`config.mk`:
```
export PLATFORM = sky130hd
export DESIGN_NAME = host_bus_port
export DESIGN_NICKNAME = d
export VERILOG_FILES = /design/src/hw/host_port_pkg.sv /design/src/hw/phase_gen.sv /design/src/hw/lane_align.sv /design/src/hw/host_bus_port.sv
export VERILOG_INCLUDE_DIRS = /design/src /design/src/hw
export SDC_FILE = /design/constraint.sdc
export NUM_CORES = 1
export LEC_CHECK = 0
export CORE_MARGIN = 5
export CORE_UTILIZATION = 50
export CTS_BUF_LIST = sky130_fd_sc_hd__clkbuf_4 sky130_fd_sc_hd__clkbuf_8
export CTS_CLUSTER_DIAMETER = 80
export CTS_CLUSTER_SIZE = 8
export DETAILED_ROUTE_END_ITERATION = 6
export DONT_BUFFER_PORTS = 1
export HOLD_SLACK_MARGIN = 0.02
export SLEW_MARGIN = 25
export SYNTH_ARGS = -nofsm -noshare
export SYNTH_HDL_FRONTEND = slang
export SYNTH_SLANG_ARGS = --single-unit
```
`constraint.sdc`:
```
create_clock -name i_core_clk -period 9.4 [get_ports i_core_clk]
set_input_delay 0 -clock i_core_clk [delete_from_list [all_inputs] [get_ports i_core_clk]]
set_output_delay 0 -clock i_core_clk [all_outputs]
set_load 0.03 [all_outputs]
```
`src/hw/host_port_defines.svh`:
```
// host port constants: timing counts, widths, reset values
// assumes inclusion by bare name from hw/ sources
`ifndef HOST_PORT_DEFINES_SVH
`define HOST_PORT_DEFINES_SVH

// input clock period in ns
`define CORE_CLK_PERIOD_NS   4
// fixed slave wait states, counted in bus states
`define SLAVE_WAIT_STATES    2
// rising edges of the input clock after reset release before phase one
`define PHASE_START_EDGE     3
// least reset width in input clock cycles
`define RESET_MIN_CYCLES     5
// data and address widths
`define DATA_WIDTH           32
`define ADDR_WIDTH           32
`define LANES                4
// byte enables idle value, active low
`define BE_IDLE              4'hF
`define BE_ALL               4'h0

`endif

```
`src/hw/host_port_pkg.sv`:
```
// host port types: transfer request, master bus outputs, lane data word
// assumes host_port_defines.svh sets the widths
`include "host_port_defines.svh"

package host_port_pkg;

  typedef struct packed {
    logic [`ADDR_WIDTH-1:0] byte_addr;
    logic [15:0]            byte_count;
    logic                   write;
  } xfer_req_type;

  typedef struct packed {
    logic [`ADDR_WIDTH-1:0] addr;
    logic [`LANES-1:0]      be_n;
    logic [`DATA_WIDTH-1:0] wdata;
    logic                   write;
  } master_bus_type;

  typedef struct packed {
    logic [`DATA_WIDTH-1:0] data;
    logic [`LANES-1:0]      be_n;
  } lane_word_type;

endpackage : host_port_pkg

```
`src/hw/phase_gen.sv`:
```
// two-phase clock-enable generator from the double-rate input clock
// assumes reset release is already synchronous to i_core_clk
`timescale 1ns/1ns
`default_nettype none
`include "host_port_defines.svh"

module phase_gen (
  // clock and reset
  input  wire logic i_core_clk,
  input  wire logic i_rstn,
  // phase enables
  output logic      o_phase1,
  output logic      o_phase2
);

  logic [1:0] start_cnt_ff;
  logic [1:0] nxt_start_cnt;
  logic       run_ff;
  logic       nxt_run;
  logic       ph_ff;
  logic       nxt_ph;

  always_comb begin
    nxt_start_cnt = start_cnt_ff;
    nxt_run       = run_ff;
    nxt_ph        = ph_ff;
    if (!run_ff) begin
      nxt_start_cnt = start_cnt_ff + 2'd1;
      if (start_cnt_ff == 2'(`PHASE_START_EDGE - 2)) begin  // [RULE8]
        nxt_run = 1'b1;
        nxt_ph  = 1'b0;
      end
    end else begin
      nxt_ph = ~ph_ff;  // [RULE6]
    end
  end

  always_ff @(posedge i_core_clk or negedge i_rstn) begin
    if (!i_rstn) begin
      start_cnt_ff <= 2'd0;
      run_ff       <= 1'b0;
      ph_ff        <= 1'b0;
    end else begin
      start_cnt_ff <= nxt_start_cnt;
      run_ff       <= nxt_run;
      ph_ff        <= nxt_ph;
    end
  end

  assign o_phase1 = run_ff & ph_ff;
  assign o_phase2 = run_ff & ~ph_ff;

endmodule : phase_gen
`default_nettype wire

```
`src/hw/lane_align.sv`:
```
// splits a byte-aligned transfer into longword-aligned lane groups
// assumes i_addr and i_left are advanced by o_nbytes one beat at a time
`timescale 1ns/1ns
`default_nettype none
`include "host_port_defines.svh"

module lane_align #(
  parameter int ADDR_W = `ADDR_WIDTH
) (
  // current position
  input  wire logic [ADDR_W-1:0] i_addr,
  input  wire logic [15:0]       i_left,
  // lane group for this beat
  output logic [ADDR_W-1:0]      o_word_addr,
  output logic [`LANES-1:0]      o_be_n,
  output logic [2:0]             o_nbytes
);

  logic [2:0] room;

  always_comb begin
    room        = 3'd4 - {1'b0, i_addr[1:0]};
    o_nbytes    = (i_left < 16'(room)) ? i_left[2:0] : room;  // [RULE14]
    o_word_addr = {i_addr[ADDR_W-1:2], 2'b00};  // [RULE11]
    for (int i = 0; i < `LANES; i++) begin
      o_be_n[i] = !((i >= int'(i_addr[1:0])) && (i < int'(i_addr[1:0]) + int'(o_nbytes)));
    end
  end

endmodule : lane_align
`default_nettype wire

```
`src/hw/host_bus_port.sv`:
```
// host memory-bus port: register slave handshake and fetch/move master
// assumes synchronous inputs, reset released in step with the host
// Contract
// [RULE1] slave inserts fixed wait states before ready
// [RULE2] slave write data captured on ready edge
// [RULE3] master waits in second state for ready
// [RULE4] slave samples ready input as host sees
// [RULE5] ready output synchronous, no external synchroniser
// [RULE6] halve input clock into two phases
// [RULE7] host holds reset five input clocks
// [RULE8] first phase one on third edge
// [RULE9] external phase clock high in phase one
// [RULE10] host synchronises reset through two flops
// [RULE11] longword addresses with four byte enables
// [RULE12] ignore data on disabled byte lanes
// [RULE13] script fetches start on longword boundaries
// [RULE14] unaligned head, full words, short tail
// [RULE15] drive bus only after grant acknowledge
// [RULE16] release bus and hold when done
`timescale 1ns/1ns
`default_nettype none
`include "host_port_defines.svh"

module host_bus_port #(
  parameter int WAITS = `SLAVE_WAIT_STATES
) (
  // clock and reset
  input  wire logic                          i_core_clk,
  input  wire logic                          i_rstn,
  // slave side
  input  wire logic                          i_slave_sel,
  input  wire logic                          i_slave_write,
  input  wire logic [`LANES-1:0]             i_slave_be_n,
  input  wire logic [`DATA_WIDTH-1:0]        i_bus_rdata,
  input  wire logic [`DATA_WIDTH-1:0]        i_reg_rdata,
  input  wire logic                          i_ready_in,
  output logic                               o_ready_out,
  output host_port_pkg::lane_word_type       o_slave_wr,
  output logic                               o_slave_wr_stb,
  // master arbitration
  output logic                               o_hold_req,
  input  wire logic                          i_bus_grant_ack,
  // master bus
  output host_port_pkg::master_bus_type      o_mbus,
  output logic                               o_mbus_oe_n,
  output logic                               o_addr_strobe,
  output logic [`DATA_WIDTH-1:0]             o_slave_rdata,
  // internal transfer request
  input  wire logic                          i_xfer_start,
  input  wire host_port_pkg::xfer_req_type   i_xfer,
  input  wire logic [`DATA_WIDTH-1:0]        i_xfer_wdata,
  output logic                               o_xfer_busy,
  output host_port_pkg::lane_word_type       o_rd_word,
  output logic                               o_rd_stb,
  output logic                               o_phase_clk
);

  typedef enum logic [2:0] {M_IDLE, M_HOLD, M_T1, M_T2, M_REL} mst_state_type;
  typedef enum logic [1:0] {S_IDLE, S_WAIT, S_DONE} slv_state_type;

  logic phase1;
  logic phase2;

  phase_gen u_phase (
    .i_core_clk (i_core_clk),
    .i_rstn     (i_rstn),
    .o_phase1   (phase1),
    .o_phase2   (phase2)
  );

  // slave: fixed wait states, then ready
  slv_state_type                 slv_ff, nxt_slv;
  logic [3:0]                    wait_ff, nxt_wait;
  logic                          rdy_ff, nxt_rdy;
  host_port_pkg::lane_word_type  swr_ff, nxt_swr;
  logic                          swr_stb_ff, nxt_swr_stb;
  logic [`DATA_WIDTH-1:0]        srd_ff, nxt_srd;

  always_comb begin
    nxt_slv     = slv_ff;
    nxt_wait    = wait_ff;
    nxt_rdy     = 1'b0;
    nxt_swr     = swr_ff;
    nxt_swr_stb = 1'b0;
    nxt_srd     = srd_ff;
    unique case (slv_ff)
      S_IDLE: begin
        if (i_slave_sel && phase1) begin
          nxt_slv  = S_WAIT;
          nxt_wait = 4'(WAITS);
        end
      end
      S_WAIT: begin
        if (phase2) begin
          if (wait_ff == 4'd0) begin
            nxt_rdy = 1'b1;  // [RULE1] [RULE5]
            nxt_slv = S_DONE;
            if (i_slave_write) begin
              nxt_swr_stb = 1'b1;  // [RULE2]
              nxt_swr.be_n = i_slave_be_n;
              for (int i = 0; i < `LANES; i++) begin
                nxt_swr.data[8*i +: 8] = i_slave_be_n[i] ? swr_ff.data[8*i +: 8]
                                                         : i_bus_rdata[8*i +: 8];  // [RULE12]
              end
            end else begin
              nxt_srd = i_reg_rdata;
            end
          end else begin
            nxt_wait = wait_ff - 4'd1;
          end
        end
      end
      S_DONE: begin
        if (i_ready_in || !i_slave_sel) begin
          nxt_slv = S_IDLE;  // [RULE4]
        end
      end
      default: nxt_slv = S_IDLE;
    endcase
  end

  always_ff @(posedge i_core_clk or negedge i_rstn) begin
    if (!i_rstn) begin
      slv_ff     <= S_IDLE;
      wait_ff    <= 4'd0;
      rdy_ff     <= 1'b0;
      swr_ff     <= '0;
      swr_stb_ff <= 1'b0;
      srd_ff     <= '0;
    end else begin
      slv_ff     <= nxt_slv;
      wait_ff    <= nxt_wait;
      rdy_ff     <= nxt_rdy;
      swr_ff     <= nxt_swr;
      swr_stb_ff <= nxt_swr_stb;
      srd_ff     <= nxt_srd;
    end
  end

  // master: hold, grant, first/second bus states, release
  mst_state_type                  mst_ff, nxt_mst;
  logic [`ADDR_WIDTH-1:0]         addr_ff, nxt_addr;
  logic [15:0]                    left_ff, nxt_left;
  logic                           wr_ff, nxt_wr;
  logic                           hold_ff, nxt_hold;
  logic                           oe_n_ff, nxt_oe_n;
  logic                           ads_ff, nxt_ads;
  host_port_pkg::master_bus_type  mbus_ff, nxt_mbus;
  host_port_pkg::lane_word_type   rdw_ff, nxt_rdw;
  logic                           rd_stb_ff, nxt_rd_stb;
  logic [`ADDR_WIDTH-1:0]         beat_addr;
  logic [`LANES-1:0]              beat_be_n;
  logic [2:0]                     beat_n;

  lane_align u_align (
    .i_addr      (addr_ff),
    .i_left      (left_ff),
    .o_word_addr (beat_addr),
    .o_be_n      (beat_be_n),
    .o_nbytes    (beat_n)
  );

  always_comb begin
    nxt_mst    = mst_ff;
    nxt_addr   = addr_ff;
    nxt_left   = left_ff;
    nxt_wr     = wr_ff;
    nxt_hold   = hold_ff;
    nxt_oe_n   = oe_n_ff;
    nxt_ads    = 1'b0;
    nxt_mbus   = mbus_ff;
    nxt_rdw    = rdw_ff;
    nxt_rd_stb = 1'b0;
    unique case (mst_ff)
      M_IDLE: begin
        if (i_xfer_start && i_xfer.byte_count != 16'd0) begin
          nxt_mst  = M_HOLD;
          nxt_addr = i_xfer.byte_addr;
          nxt_left = i_xfer.byte_count;
          nxt_wr   = i_xfer.write;
          nxt_hold = 1'b1;  // [RULE15]
        end
      end
      M_HOLD: begin
        if (i_bus_grant_ack && phase2) begin
          nxt_mst  = M_T1;  // [RULE15]
          nxt_oe_n = 1'b0;
        end
      end
      M_T1: begin
        if (phase2) begin
          nxt_mst        = M_T2;
          nxt_ads        = 1'b1;
          nxt_mbus.addr  = beat_addr;  // [RULE11]
          nxt_mbus.be_n  = beat_be_n;
          nxt_mbus.write = wr_ff;
          nxt_mbus.wdata = i_xfer_wdata;
        end
      end
      M_T2: begin
        if (phase2 && i_ready_in) begin  // [RULE3]
          nxt_addr = addr_ff + `ADDR_WIDTH'(beat_n);  // [RULE14]
          nxt_left = left_ff - 16'(beat_n);
          if (!wr_ff) begin
            nxt_rd_stb  = 1'b1;
            nxt_rdw.be_n = mbus_ff.be_n;
            for (int i = 0; i < `LANES; i++) begin
              nxt_rdw.data[8*i +: 8] = mbus_ff.be_n[i] ? 8'h00 : i_bus_rdata[8*i +: 8];  // [RULE12]
            end
          end
          nxt_mst = (left_ff == 16'(beat_n)) ? M_REL : M_T1;
        end
      end
      M_REL: begin
        nxt_hold      = 1'b0;  // [RULE16]
        nxt_oe_n      = 1'b1;
        nxt_mbus.be_n = `BE_IDLE;
        nxt_mst       = M_IDLE;
      end
      default: nxt_mst = M_IDLE;
    endcase
  end

  always_ff @(posedge i_core_clk or negedge i_rstn) begin
    if (!i_rstn) begin
      mst_ff    <= M_IDLE;
      addr_ff   <= '0;
      left_ff   <= 16'h0000;
      wr_ff     <= 1'b0;
      hold_ff   <= 1'b0;
      oe_n_ff   <= 1'b1;
      ads_ff    <= 1'b0;
      mbus_ff   <= '{addr: '0, be_n: `BE_IDLE, wdata: '0, write: 1'b0};
      rdw_ff    <= '0;
      rd_stb_ff <= 1'b0;
    end else begin
      mst_ff    <= nxt_mst;
      addr_ff   <= nxt_addr;
      left_ff   <= nxt_left;
      wr_ff     <= nxt_wr;
      hold_ff   <= nxt_hold;
      oe_n_ff   <= nxt_oe_n;
      ads_ff    <= nxt_ads;
      mbus_ff   <= nxt_mbus;
      rdw_ff    <= nxt_rdw;
      rd_stb_ff <= nxt_rd_stb;
    end
  end

  // phase clock copy, registered
  logic phase_clk_ff;
  logic busy_ff;

  always_ff @(posedge i_core_clk or negedge i_rstn) begin
    if (!i_rstn) begin
      phase_clk_ff <= 1'b0;
      busy_ff      <= 1'b0;
    end else begin
      phase_clk_ff <= phase2;  // high during next phase one
      busy_ff      <= (nxt_mst != M_IDLE);
    end
  end

  assign o_ready_out    = rdy_ff;
  assign o_slave_wr     = swr_ff;
  assign o_slave_wr_stb = swr_stb_ff;
  assign o_slave_rdata  = srd_ff;
  assign o_hold_req     = hold_ff;
  assign o_mbus         = mbus_ff;
  assign o_mbus_oe_n    = oe_n_ff;
  assign o_addr_strobe  = ads_ff;
  assign o_xfer_busy    = busy_ff;
  assign o_rd_word      = rdw_ff;
  assign o_rd_stb       = rd_stb_ff;
  assign o_phase_clk    = phase_clk_ff;

endmodule : host_bus_port
`default_nettype wire

```
==> metrics.md, run 1 <==
| Metric | Value |
|---|---|
| Congestion Overflow GR | `0` |
| Final setup TNS | `0 ns` |
| DR WL/cell | `20.25 um` |
| Yosys warns | `0` |
| Data arrival, critical path | `4.25 ns` |
| Root buffer cell | `clkbuf_8` |
| Drt first pass iters | `5` |
| Share of cells above drive strength 1 | `12.03%` |
| Cts hold-fix bufs | `166` |
| Top_reg_cell synth | `dfrtp_1` |
| Vias post-DR | `8475` |
| Syn Area/Cell | `9.915 um^2` |
| GR Layer Usage met2 | `39.51%` |
| Fin Clk Skew | `0.03403 ns` |
| CP max FO | `5` |
| Syn Inst Count | `1086` |
| Cell variety after synth | `56` |
| Cells resized by post-CTS repair | `0` |
| Required @ worst endpoint | `9.85 ns` |
| Layout area overhead | `22.69%` |
| P per Cell Area | `290.5 nW/um^2` |
| FMAX | `262.7 MHz` |
| Post-CTS setup buffer count | `0` |
| RSZ-0062 raised after global routing | `no` |
| Initial antenna violation count | `6` |
| Port buffer count | `0` |
| Detail-routed via count per cell | `5.550` |
| Leak pwr | `0.006098 uW` |
| # IOs | `337` |
| GRT met1 Usage | `30.26%` |
| Total GRT Usage | `24.36%` |
| Final Hold Slack | `0.06445 ns` |
| CTS buffer count | `36` |
| Initial Util | `51.06%` |
| Minimum clock period after layout | `3.807 ns` |
| M3 GR Usage | `7.688%` |
| Setup crit end | `addr_ff[22]` |
| DP Wirelength | `20340 um` |
| Number of DRC markers in iteration 0 | `462` |
| Crit start category | `flop` |
| Measured slew at the worst slew-check pin | `0.9562 ns` |
| Worst R2R Start | `addr_ff[1]` |
| Register area share after synthesis | `56.07%` |
| Reg2Reg Depth | `16` |
| Register clock-pin slew on the reported worst setup and hold paths | `0.07 ns` |
| Count of flip-flops with a built-in enable after synthesis | `0` |
| Period Utilization, post-route | `40.50%` |
| Global routing's busiest layer | `met2` |
| First-pass GRT wire length | `47720 um` |
| Clk buf depth | `3` |
| Fillers | `1730` |
| Die area | `24570 um^2` |
| Placement Setup Slack | `5.539 ns` |
| Number of global-route vias before repair | `8537` |
| Detail Route Antenna Nets | `0` |
| Synth Register Bits | `241` |
| Largest net degree at the start of global routing | `242` |
| Die H | `156.8 um` |
| Routability cong. | `0.8355` |
| Clock sinks | `241` |
| WS Path Type | `reg2reg` |
| Final Power | `3838 uW` |
| CTS H-Tree Depth | `2` |
| Die W | `156.8 um` |
| CTS tree | `done` |
| RR Endpoint | `addr_ff[22]` |
| Asr flop ratio synth | `100.0%` |
| Layout Nets | `1406` |
| Drt total wl | `30920 um` |
| HP Class | `in2reg` |
| Relative slew slack | `36.10%` |
| Worst setup EP type | `flop` |
| Final Hold Fails | `0` |
| Core Area | `21090 um^2` |
| R2r setup slk | `5.59 ns` |
| VDD IR max | `0.1163 mV` |
| Post-Syn Area | `10770 um^2` |
| Rows | `53` |
| Finish-stage setup viols | `0` |
| Post-route setup slack | `5.593 ns` |
| Max_cap viols | `0` |
| Max Slew Vio Count | `0` |
| Outcome | `finished, final reports clean` |
| # DRC | `0` |
| Worst-Skew Late Latency | `0.53 ns` |
| CP Launch Point | `addr_ff[1]` |
[synthesized netlist by cell type (3+ instances only)]
cell type	n	area [um^2]
nor3_1	14	70.07
a22oi_1	7	52.55
nor2b_1	5	31.28
nand3_1	13	65.06
and3_1	9	56.30
o31ai_1	4	30.03
nor4_1	10	62.56
a31oi_1	7	43.79
ha_1	14	175.2
o21ai_0	53	265.3
o22a_1	5	43.79
buf_2	20	100.1
o22ai_1	17	106.4
and2_1	5	31.28
buf_1	3	11.26
a2bb2oi_1	10	87.58
nor2_1	36	135.1
dfrtp_1	236	5906
nand3b_1	35	262.8
nand2_1	319	1197
xnor2_1	4	35.03
a21o_1	5	37.54
inv_1	22	82.58
clkbuf_1	36	135.1
or3_1	4	25.02
dfstp_2	5	131.4
buf_4	4	30.03
mux2_2	65	732.0
a21oi_1	57	285.3
o2bb2ai_1	5	43.79
or2_2	9	56.30
nand4_1	10	62.56
a32oi_1	4	35.03
o21a_1	4	30.03
[cell usage in the layout, fill, tap and decap left out, drive strengths merged, types with 7 or more instances in the layout]
master       count
nor3            14
clkbuf          48
a31oi            7
nand4           10
and3            10
nor4            11
nand2          319
ha              14
nand3           15
o22ai           17
buf              8
or2              9
nand3b          35
inv             24
dfrtp          236
dlygate4sd3    165
a2bb2oi         10
o21ai           54
nor2            36
a21oi           57
a22oi            7
mux2            65
[stage by stage]
stage          std cells  utilization [%]  area, um^2
4_1_cts             1521            62.46       13170
6_report            1527            62.65       13210
3_3_place_gp        1304            51.60       10880
5_1_grt             1527            62.65       13210
2_1_floorplan       1087                -       10770
3_5_place_dp        1304            51.60       10880
[per-layer routing]
metal  up-vias  routed length, um
met3        71               2811
li1       4011                  -
met1      4078              11890
met4         2               1220
met2       313              14980
met5         -                 13
[logic make-up (layout without fill, tap and decap cells)]
| family | count (synthesis) | in the layout | synth area share [%] |
|---|---|---|---|
| xor+xnor | 4 | 4 | 0.3253 |
| simple gates | 483 | 483 | 20.50 |
| mux | 67 | 67 | 7.053 |
| other cells | 1 | 7 | 0.03483 |
| compound gates | 187 | 187 | 10.55 |
| fa+ha+maj | 16 | 16 | 1.999 |
| buf+inv | 87 | 247 | 3.474 |
| flops | 241 | 241 | 56.07 |
[registers in the layout (all words and copies together), names as in the netlist, 2 cells and up]
signal                cells
u_phase.start_cnt_ff      2
wait_ff                   4
addr_ff                  32
o_slave_rdata            32
o_rd_word                36
o_mbus                   67
mst_ff                    3
o_slave_wr               36
slv_ff                    2
left_ff                  16
[final cells by class]
cell class | count | area, um^2 | share of cell area (%)
Clock inverter | 3 | 25.02 | 0.1894
Sequential cell | 241 | 6037 | 45.70
Multi-Input combinational cell | 759 | 4369 | 33.07
Clock buffer | 48 | 585.6 | 4.432
Timing Repair Buffer | 173 | 1752 | 13.26
Tap cell | 275 | 344.1 | 2.604
Inverter | 23 | 86.33 | 0.6535
Antenna cell | 5 | 12.51 | 0.09471
[where the power goes]
group          switching [uW]  internal, uW
Clock                     387           400
Sequential                904          1380
Combinational             375           392
[worst min-delay path by stage]
stage                     cells after the start  startpoint  slack, ns        endpoint
after global routing                          4  i_xfer[15]       0.11     o_xfer_busy
after global placement                        0      i_rstn      -0.29  o_slave_wr_stb
after floorplan                               0      i_rstn      -0.30      addr_ff[0]
final                                         4  i_xfer[15]       0.06     o_xfer_busy
after CTS                                     4  i_xfer[15]       0.05     o_xfer_busy
after detailed placement                      0      i_rstn      -0.29   o_slave_wr[3]
[worst max-delay path, cell delays in order, from the launching register on]
cell and delay (ns):
dfrtp_1 0.43, inv_1 0.11, ha_1 0.28, inv_1 0.04
ha_1 0.26, o21a_1 0.18, o31ai_1 0.05, and3_1 0.29
mux2i_2 0.33, inv_1 0.08, ha_1 0.35, a21o_1 0.19
nand2_1 0.13, nor3_1 0.50, nand3_1 0.15, a21oi_1 0.19
a2bb2oi_1 0.18
Power figures use the tool's default switching activity.
==> run 2: changes to the inputs <==
--- a/config.mk
+++ b/config.mk
@@ -6,6 +6,7 @@
 export SDC_FILE = /design/constraint.sdc
 export NUM_CORES = 1
 export LEC_CHECK = 0
+export ABC_AREA = 1
 export CORE_MARGIN = 5
 export CORE_UTILIZATION = 50
 export CTS_BUF_LIST = sky130_fd_sc_hd__clkbuf_4 sky130_fd_sc_hd__clkbuf_8
==> constraint.sdc (replaced) <==
create_clock -name i_core_clk -period 3.6 [get_ports i_core_clk]
set_input_delay 0 -clock i_core_clk [delete_from_list [all_inputs] [get_ports i_core_clk]]
set_output_delay 0 -clock i_core_clk [all_outputs]
set_load 0.03 [all_outputs]
==> metrics.md, run 2 <==
| Metric | Value |
|---|---|
| Detail Route Antenna Nets | `0` |
| # IOs | `337` |
| CTS tree | `done` |
| Root buffer cell | `clkbuf_8` |
| Register area share after synthesis | `54.42%` |
| Top cells by count, synth | `406 x nand2_1, 236 x dfrtp_1, 145 x o21ai_0, 119 x inv_1, 104 x nor2_1` |
| Failing checks | `negative hold slack` |
| Ranking of synthesized cells by area | `dfrtp_1 53%, nand2_1 14%, o21ai_0 6.5%` |
| Yosys warns | `0` |
| Cell variety after synth | `38` |
| Clock sinks | `241` |
| Die area | `25270 um^2` |
| CTS H-Tree Depth | `2` |
| Data arrival, critical path | `3.64 ns` |
| Max_cap viols | `0` |
| Area of placed instances | `11430 um^2` |
| Minimum clock period after layout | `3.251 ns` |
| WS Path Type | `reg2reg` |
| Fillers | `1829` |
| CTS buffer count | `36` |
| Period Utilization, post-route | `90.32%` |
| Core Area | `21820 um^2` |
| Clk buf depth | `3` |
| Most numerous cell in the Yosys netlist | `nand2_1` |
| Yosys top cell area share | `53.24%` |
| Area of the multi-input gates | `4447 um^2` |
| Design Area, Final | `13790 um^2` |
| Final Hold Fails | `241` |
| Most frequent cells in the layout | `402 x nand2_1, 236 x dfrtp_1, 169 x dlygate4sd3_1, 141 x o21ai_0, 119 x inv_1` |
| Routability cong. | `0.8837` |
| # DRC | `0` |
| Leading area contributor after synthesis | `dfrtp_1` |
| Most common cell after layout, fill and taps aside | `nand2_1` |
| Layout area overhead | `24.33%` |
| DP Wirelength | `21820 um` |
| Number of global-route vias before repair | `9502` |
| CP max FO | `6` |
| Sequential Area | `6037 um^2` |
| P per Cell Area | `870.3 nW/um^2` |
| Rows | `54` |
| VDD IR max | `0.5213 mV` |
| Die W | `159.0 um` |
| Cts hold-fix bufs | `169` |
| CP bufs+invs | `4` |
| Syn Inst Count | `1301` |
| Finish-stage setup viols | `0` |
| FMAX | `307.6 MHz` |
| Largest net degree at the start of global routing | `242` |
| Vias post-DR | `9419` |
| Synth Register Bits | `241` |
| Layout Nets | `1655` |
| Die H | `159.0 um` |
| Max Slew Vio Count | `0` |
| Top_reg_cell synth | `dfrtp_1` |
| Worst setup EP type | `flop` |
| Relative slew slack | `41.01%` |
| Congestion Overflow GR | `0` |
| Measured slew at the worst slew-check pin | `0.8848 ns` |
| Port buffer count | `0` |
| Final Hold Slack | `-0.8174 ns` |
| Drt total wl | `32350 um` |
| Max reg flops | `67` |
| CP dominant cell by count | `inv_1` |
| First-pass GRT wire length | `52260 um` |
| Leak pwr | `0.006658 uW` |
| Fin Clk Skew | `0.02510 ns` |
| HP Class | `in2async` |
| Critical-path top delay cell | `fa_1` |
| Total GRT Usage | `25.04%` |
| Asr flop ratio synth | `100.0%` |
| Number of DRC markers in iteration 0 | `706` |
| Share of cells above drive strength 1 | `10.54%` |
| Drt first pass iters | `5` |
| CP Cell Sequence | `inv_1 -> ha_1 -> inv_1 -> ha_1 -> or2_2 -> nor2_4 -> nand3_4 -> nand2_1 -> o21ai_1 -> ha_1 -> fa_1 -> nand2_1 -> nand2_1 -> nand2_2 -> inv_1 -> nand2_2 -> inv_1 -> nand4_1 -> nand3_1 -> o211ai_1 -> o21ai_0` |
| Detail-routed via count per cell | `5.292` |
| Required @ worst endpoint | `3.99 ns` |
| Final setup TNS | `0 ns` |
| Outcome | `finished with violations` |
| Initial Util | `50.83%` |
| Post-Syn Area | `11090 um^2` |
| Crit start category | `flop` |
| Syn Area/Cell | `8.527 um^2` |
| RSZ-0062 raised after global routing | `no` |
| Initial antenna violation count | `2` |
| Worst path top cell family by delay | `simple AND/OR/NAND/NOR gates` |
| Slowest stage delay, CP | `0.39 ns` |
| Worst-Skew Late Latency | `0.52 ns` |
| DR WL/cell | `18.18 um` |
| Count of flip-flops with a built-in enable after synthesis | `0` |
| Register clock-pin slew on the reported worst setup and hold paths | `0.08 ns` |
## run 2: path summary, 6_finish.rpt
check,startpoint,to,slack (ns),cells after the start
worst max register to register,addr_ff[1],addr_ff[16],0.35,21
worst min-delay path,i_rstn,o_slave_rdata[6],-0.82,0
max in group asynchronous,i_rstn,o_mbus[35],4.06,0
min in group i_core_clk,i_xfer[5],o_xfer_busy,0.08,4
worst max-delay path,addr_ff[1],addr_ff[16],0.35,21
worst min register to register,left_ff[9],left_ff[9],0.48,2
## run 2: per-layer routing
metal  global-route usage, %  share of wire (%)  vias up
li1                        -                  -     4552
met2                   41.98                 49      346
met1                   32.42                 41     4472
met4                   6.630                2.1        2
met5                       0              0.040        -
met3                   6.679                7.3       47
## run 2: per-stage QoR
stage	worst slack [ns]	power [uW]	util, %	instances
final	0.3486	12000	63.20	1780
after global routing	0.01046	12850	63.20	1780
after CTS	0.05821	12000	63.02	1779
after detailed placement	-0.01164	9650	52.37	1556
after global placement	0.09493	9554	52.37	1556
after floorplan	0.08777	8513	-	1302
## run 2: kinds of logic (layout without fill, tap and decap cells)
| logic type | after synthesis | in the layout | share of synthesized area (%) |
|---|---|---|---|
| AOI/OAI and AO/OA | 210 | 210 | 10.77 |
| muxes | 32 | 32 | 3.248 |
| and+or+nand+nor | 620 | 620 | 22.92 |
| buffers and inverters | 173 | 370 | 6.034 |
| xor gates and xnor gates | 8 | 8 | 0.6317 |
| DFF | 241 | 241 | 54.42 |
| adders and majority gates | 16 | 16 | 1.940 |
| other | 1 | 3 | 0.03380 |
## run 2: where the power goes
part | switching (uW) | internal (uW) | leakage, uW | total, uW
Sequential | 2760 | 3840 | 0.00303 | 6590
Combinational | 1950 | 1370 | 0.00329 | 3320
Clock | 1010 | 1080 | 0.000337 | 2090
Total | 5710 | 6290 | 0.00666 | 12000
## run 2: cell type report
class | instances | area share [%]
diodes | 1 | 0.01814
flip-flops and latches | 241 | 43.77
clock buffers | 51 | 4.409
clock inverters | 3 | 0.1814
inverters | 126 | 3.429
well taps | 280 | 2.540
multi-input cells | 888 | 32.24
repair buffers | 190 | 13.41
## run 2: repair_timing
| action | CTS | global route |
|---|---|---|
| setup buffers | 0 | 0 |
| hold endpoints to repair | 436 | 241 |
| setup endpoints to repair | 3 | 38 |
| gates resized for setup | 1 | 13 |
| pin swaps | 0 | 1 |
==> run 3: changes to the inputs <==
--- a/config.mk
+++ b/config.mk
@@ -8,13 +8,14 @@
 export LEC_CHECK = 0
 export ABC_AREA = 1
 export CORE_MARGIN = 5
-export CORE_UTILIZATION = 50
+export CORE_UTILIZATION = 55
 export CTS_BUF_LIST = sky130_fd_sc_hd__clkbuf_4 sky130_fd_sc_hd__clkbuf_8
 export CTS_CLUSTER_DIAMETER = 80
 export CTS_CLUSTER_SIZE = 8
 export DETAILED_ROUTE_END_ITERATION = 6
 export DONT_BUFFER_PORTS = 1
 export HOLD_SLACK_MARGIN = 0.02
+export PLACE_DENSITY = 0.7
 export SLEW_MARGIN = 25
 export SYNTH_ARGS = -nofsm -noshare
 export SYNTH_HDL_FRONTEND = slang
==> metrics.md, run 3 (synthesis gave the netlist of run 2 again) <==
| Metric | Value |
|---|---|
| Clk buf depth | `3` |
| Outcome | `finished with violations` |
| # IOs | `337` |
| Detail-routed via count per cell | `5.625` |
| Layout Nets | `1649` |
| Data arrival, critical path | `3.70 ns` |
| RSZ-0062 raised after global routing | `no` |
| Most frequent cells in the layout | `402 x nand2_1, 236 x dfrtp_1, 169 x dlygate4sd3_1, 142 x o21ai_0, 118 x inv_1` |
| Largest net degree at the start of global routing | `242` |
| First-pass GRT wire length | `55900 um` |
| Fillers | `1529` |
| Share of cells above drive strength 1 | `9.751%` |
| Routability cong. | `0.9735` |
| P per Cell Area | `880.7 nW/um^2` |
| Max reg flops | `67` |
| DR WL/cell | `20.01 um` |
| Max_cap viols | `0` |
| Drt first pass iters | `5` |
| Number of antenna diodes | `0` |
| Rows | `52` |
| Vias post-DR | `9883` |
| HP Class | `in2async` |
| Logic pwr share | `27.6%` |
| Number of DRC markers in iteration 0 | `765` |
| Number of global-route vias before repair | `9812` |
| Post-route setup slack | `0.2873 ns` |
| Leak pwr | `0.006602 uW` |
| Most common cell after layout, fill and taps aside | `nand2_1` |
| Max Slew Vio Count | `0` |
| Final Hold Fails | `241` |
| Sequential Area | `6037 um^2` |
| Placement Setup Slack | `0.09395 ns` |
| Finish-stage setup viols | `0` |
| CP max FO | `6` |
| Final Hold Slack | `-0.8220 ns` |
| WS Path Type | `reg2reg` |
| Drt total wl | `35160 um` |
| Detail Route Antenna Nets | `0` |
| Die area | `23110 um^2` |
| CTS tree | `done` |
| Crit start category | `flop` |
| CTS H-Tree Depth | `2` |
| Minimum clock period after layout | `3.313 ns` |
| CTS buffer count | `36` |
| Period Utilization, post-route | `92.02%` |
| VDD IR max | `0.3907 mV` |
| Area of the multi-input gates | `4436 um^2` |
| Layout area overhead | `23.32%` |
| Die H | `152.0 um` |
| Fin Clk Skew | `0.02619 ns` |
| Port buffer count | `0` |
| Sequential power share | `55.5%` |
| Worst-Skew Late Latency | `0.52 ns` |
| Initial antenna violation count | `0` |
| Required @ worst endpoint | `3.99 ns` |
| P_int | `6190 uW` |
| Relative slew slack | `33.65%` |
| Root buffer cell | `clkbuf_8` |
| Worst setup EP type | `flop` |
| Core Area | `20040 um^2` |
| Congestion Overflow GR | `0` |
| Clock sinks | `241` |
| # DRC | `0` |
| Sw frac | `48.62%` |
| Initial Util | `55.36%` |
| DP Wirelength | `22730 um` |
| Failing checks | `negative hold slack` |
| Clock Power Share | `16.9%` |
| R2r setup slk | `0.29 ns` |
| P_sw | `5858 uW` |
| Die W | `152.0 um` |
| Register clock-pin slew on the reported worst setup and hold paths | `0.07 ns` |
| FMAX | `301.9 MHz` |
| Cts hold-fix bufs | `169` |
| Measured slew at the worst slew-check pin | `0.9953 ns` |
| Total GRT Usage | `29.83%` |
| Final setup TNS | `0 ns` |
==> run 3: area by class of cell <==
cell class                 instances  area share, %
clock buffer                      45          4.161
clock inverter                     3         0.1738
inverter                         126          3.457
multi-input combinational        888          32.42
sequential                       241          44.13
tap                              270          2.469
timing repair buffer             184          13.19
==> run 3: critical path, cell delays in order (launching register included) <==
cell      delay, ns
dfrtp_1        0.38
inv_2          0.08
ha_2           0.20
inv_1          0.06
ha_1           0.17
or2_2          0.28
nor2_2         0.16
nand3_2        0.14
nand2_1        0.08
o21ai_1        0.08
ha_1           0.22
fa_1           0.39
nand2_1        0.09
nand2_1        0.09
nand2_2        0.10
inv_1          0.09
nand2_2        0.10
inv_1          0.08
nand4_1        0.08
nand3_1        0.08
o211ai_1       0.13
o21ai_0        0.10
==> run 3: path summary, 6_finish.rpt <==
path,endpoint,startpoint,cells after the start
max,addr_ff[16],addr_ff[1],21
min,o_slave_wr[33],i_rstn,0
max reg2reg,addr_ff[16],addr_ff[1],21
min reg2reg,u_phase.start_cnt_ff[0],u_phase.start_cnt_ff[0],1
max in group asynchronous,addr_ff[11],i_rstn,0
min in group i_core_clk,o_xfer_busy,i_xfer[5],4
==> run 3: power by group through the flow <==
stage                     registers, uW  clock network [uW]  logic, uW
final                              6680                2040       3330
after global routing               6770                2210       3810
after CTS                          6620                2070       3220
after detailed placement           6660                   0       3000
after global placement             6650                   0       2900
after floorplan                    6210                   0       2310
==> run 3: through the flow <==
step / cell area (um^2) / utilization (%) / total power, uW / instances / hold slack, ns
floorplan: 11100 / - / 8513 / 1302 / -0.2956
CTS: 13660 / 68.14 / 11910 / 1756 / -0.8497
global placement: 11370 / 56.74 / 9550 / 1539 / -0.2879
finish: 13680 / 68.27 / 12050 / 1757 / -0.8220
global route: 13680 / 68.27 / 12790 / 1757 / -0.8562
detailed placement: 11370 / 56.74 / 9663 / 1539 / -0.2869
==> run 3: layer usage <==
metal  track usage [%]  up-vias  routed length, um
li1                  -     4533                  -
met1             37.56     4777              13300
met2             49.94      476              17340
met3             7.139       97               2958
met4             12.07        0               1562
met5                 0        -                  0
==> run 3: repair_timing <==
item,in CTS,in global routing
gates resized for setup,0,10
hold endpoints to repair,436,241
endpoints found under the setup margin,0,34
buffers inserted,0,1
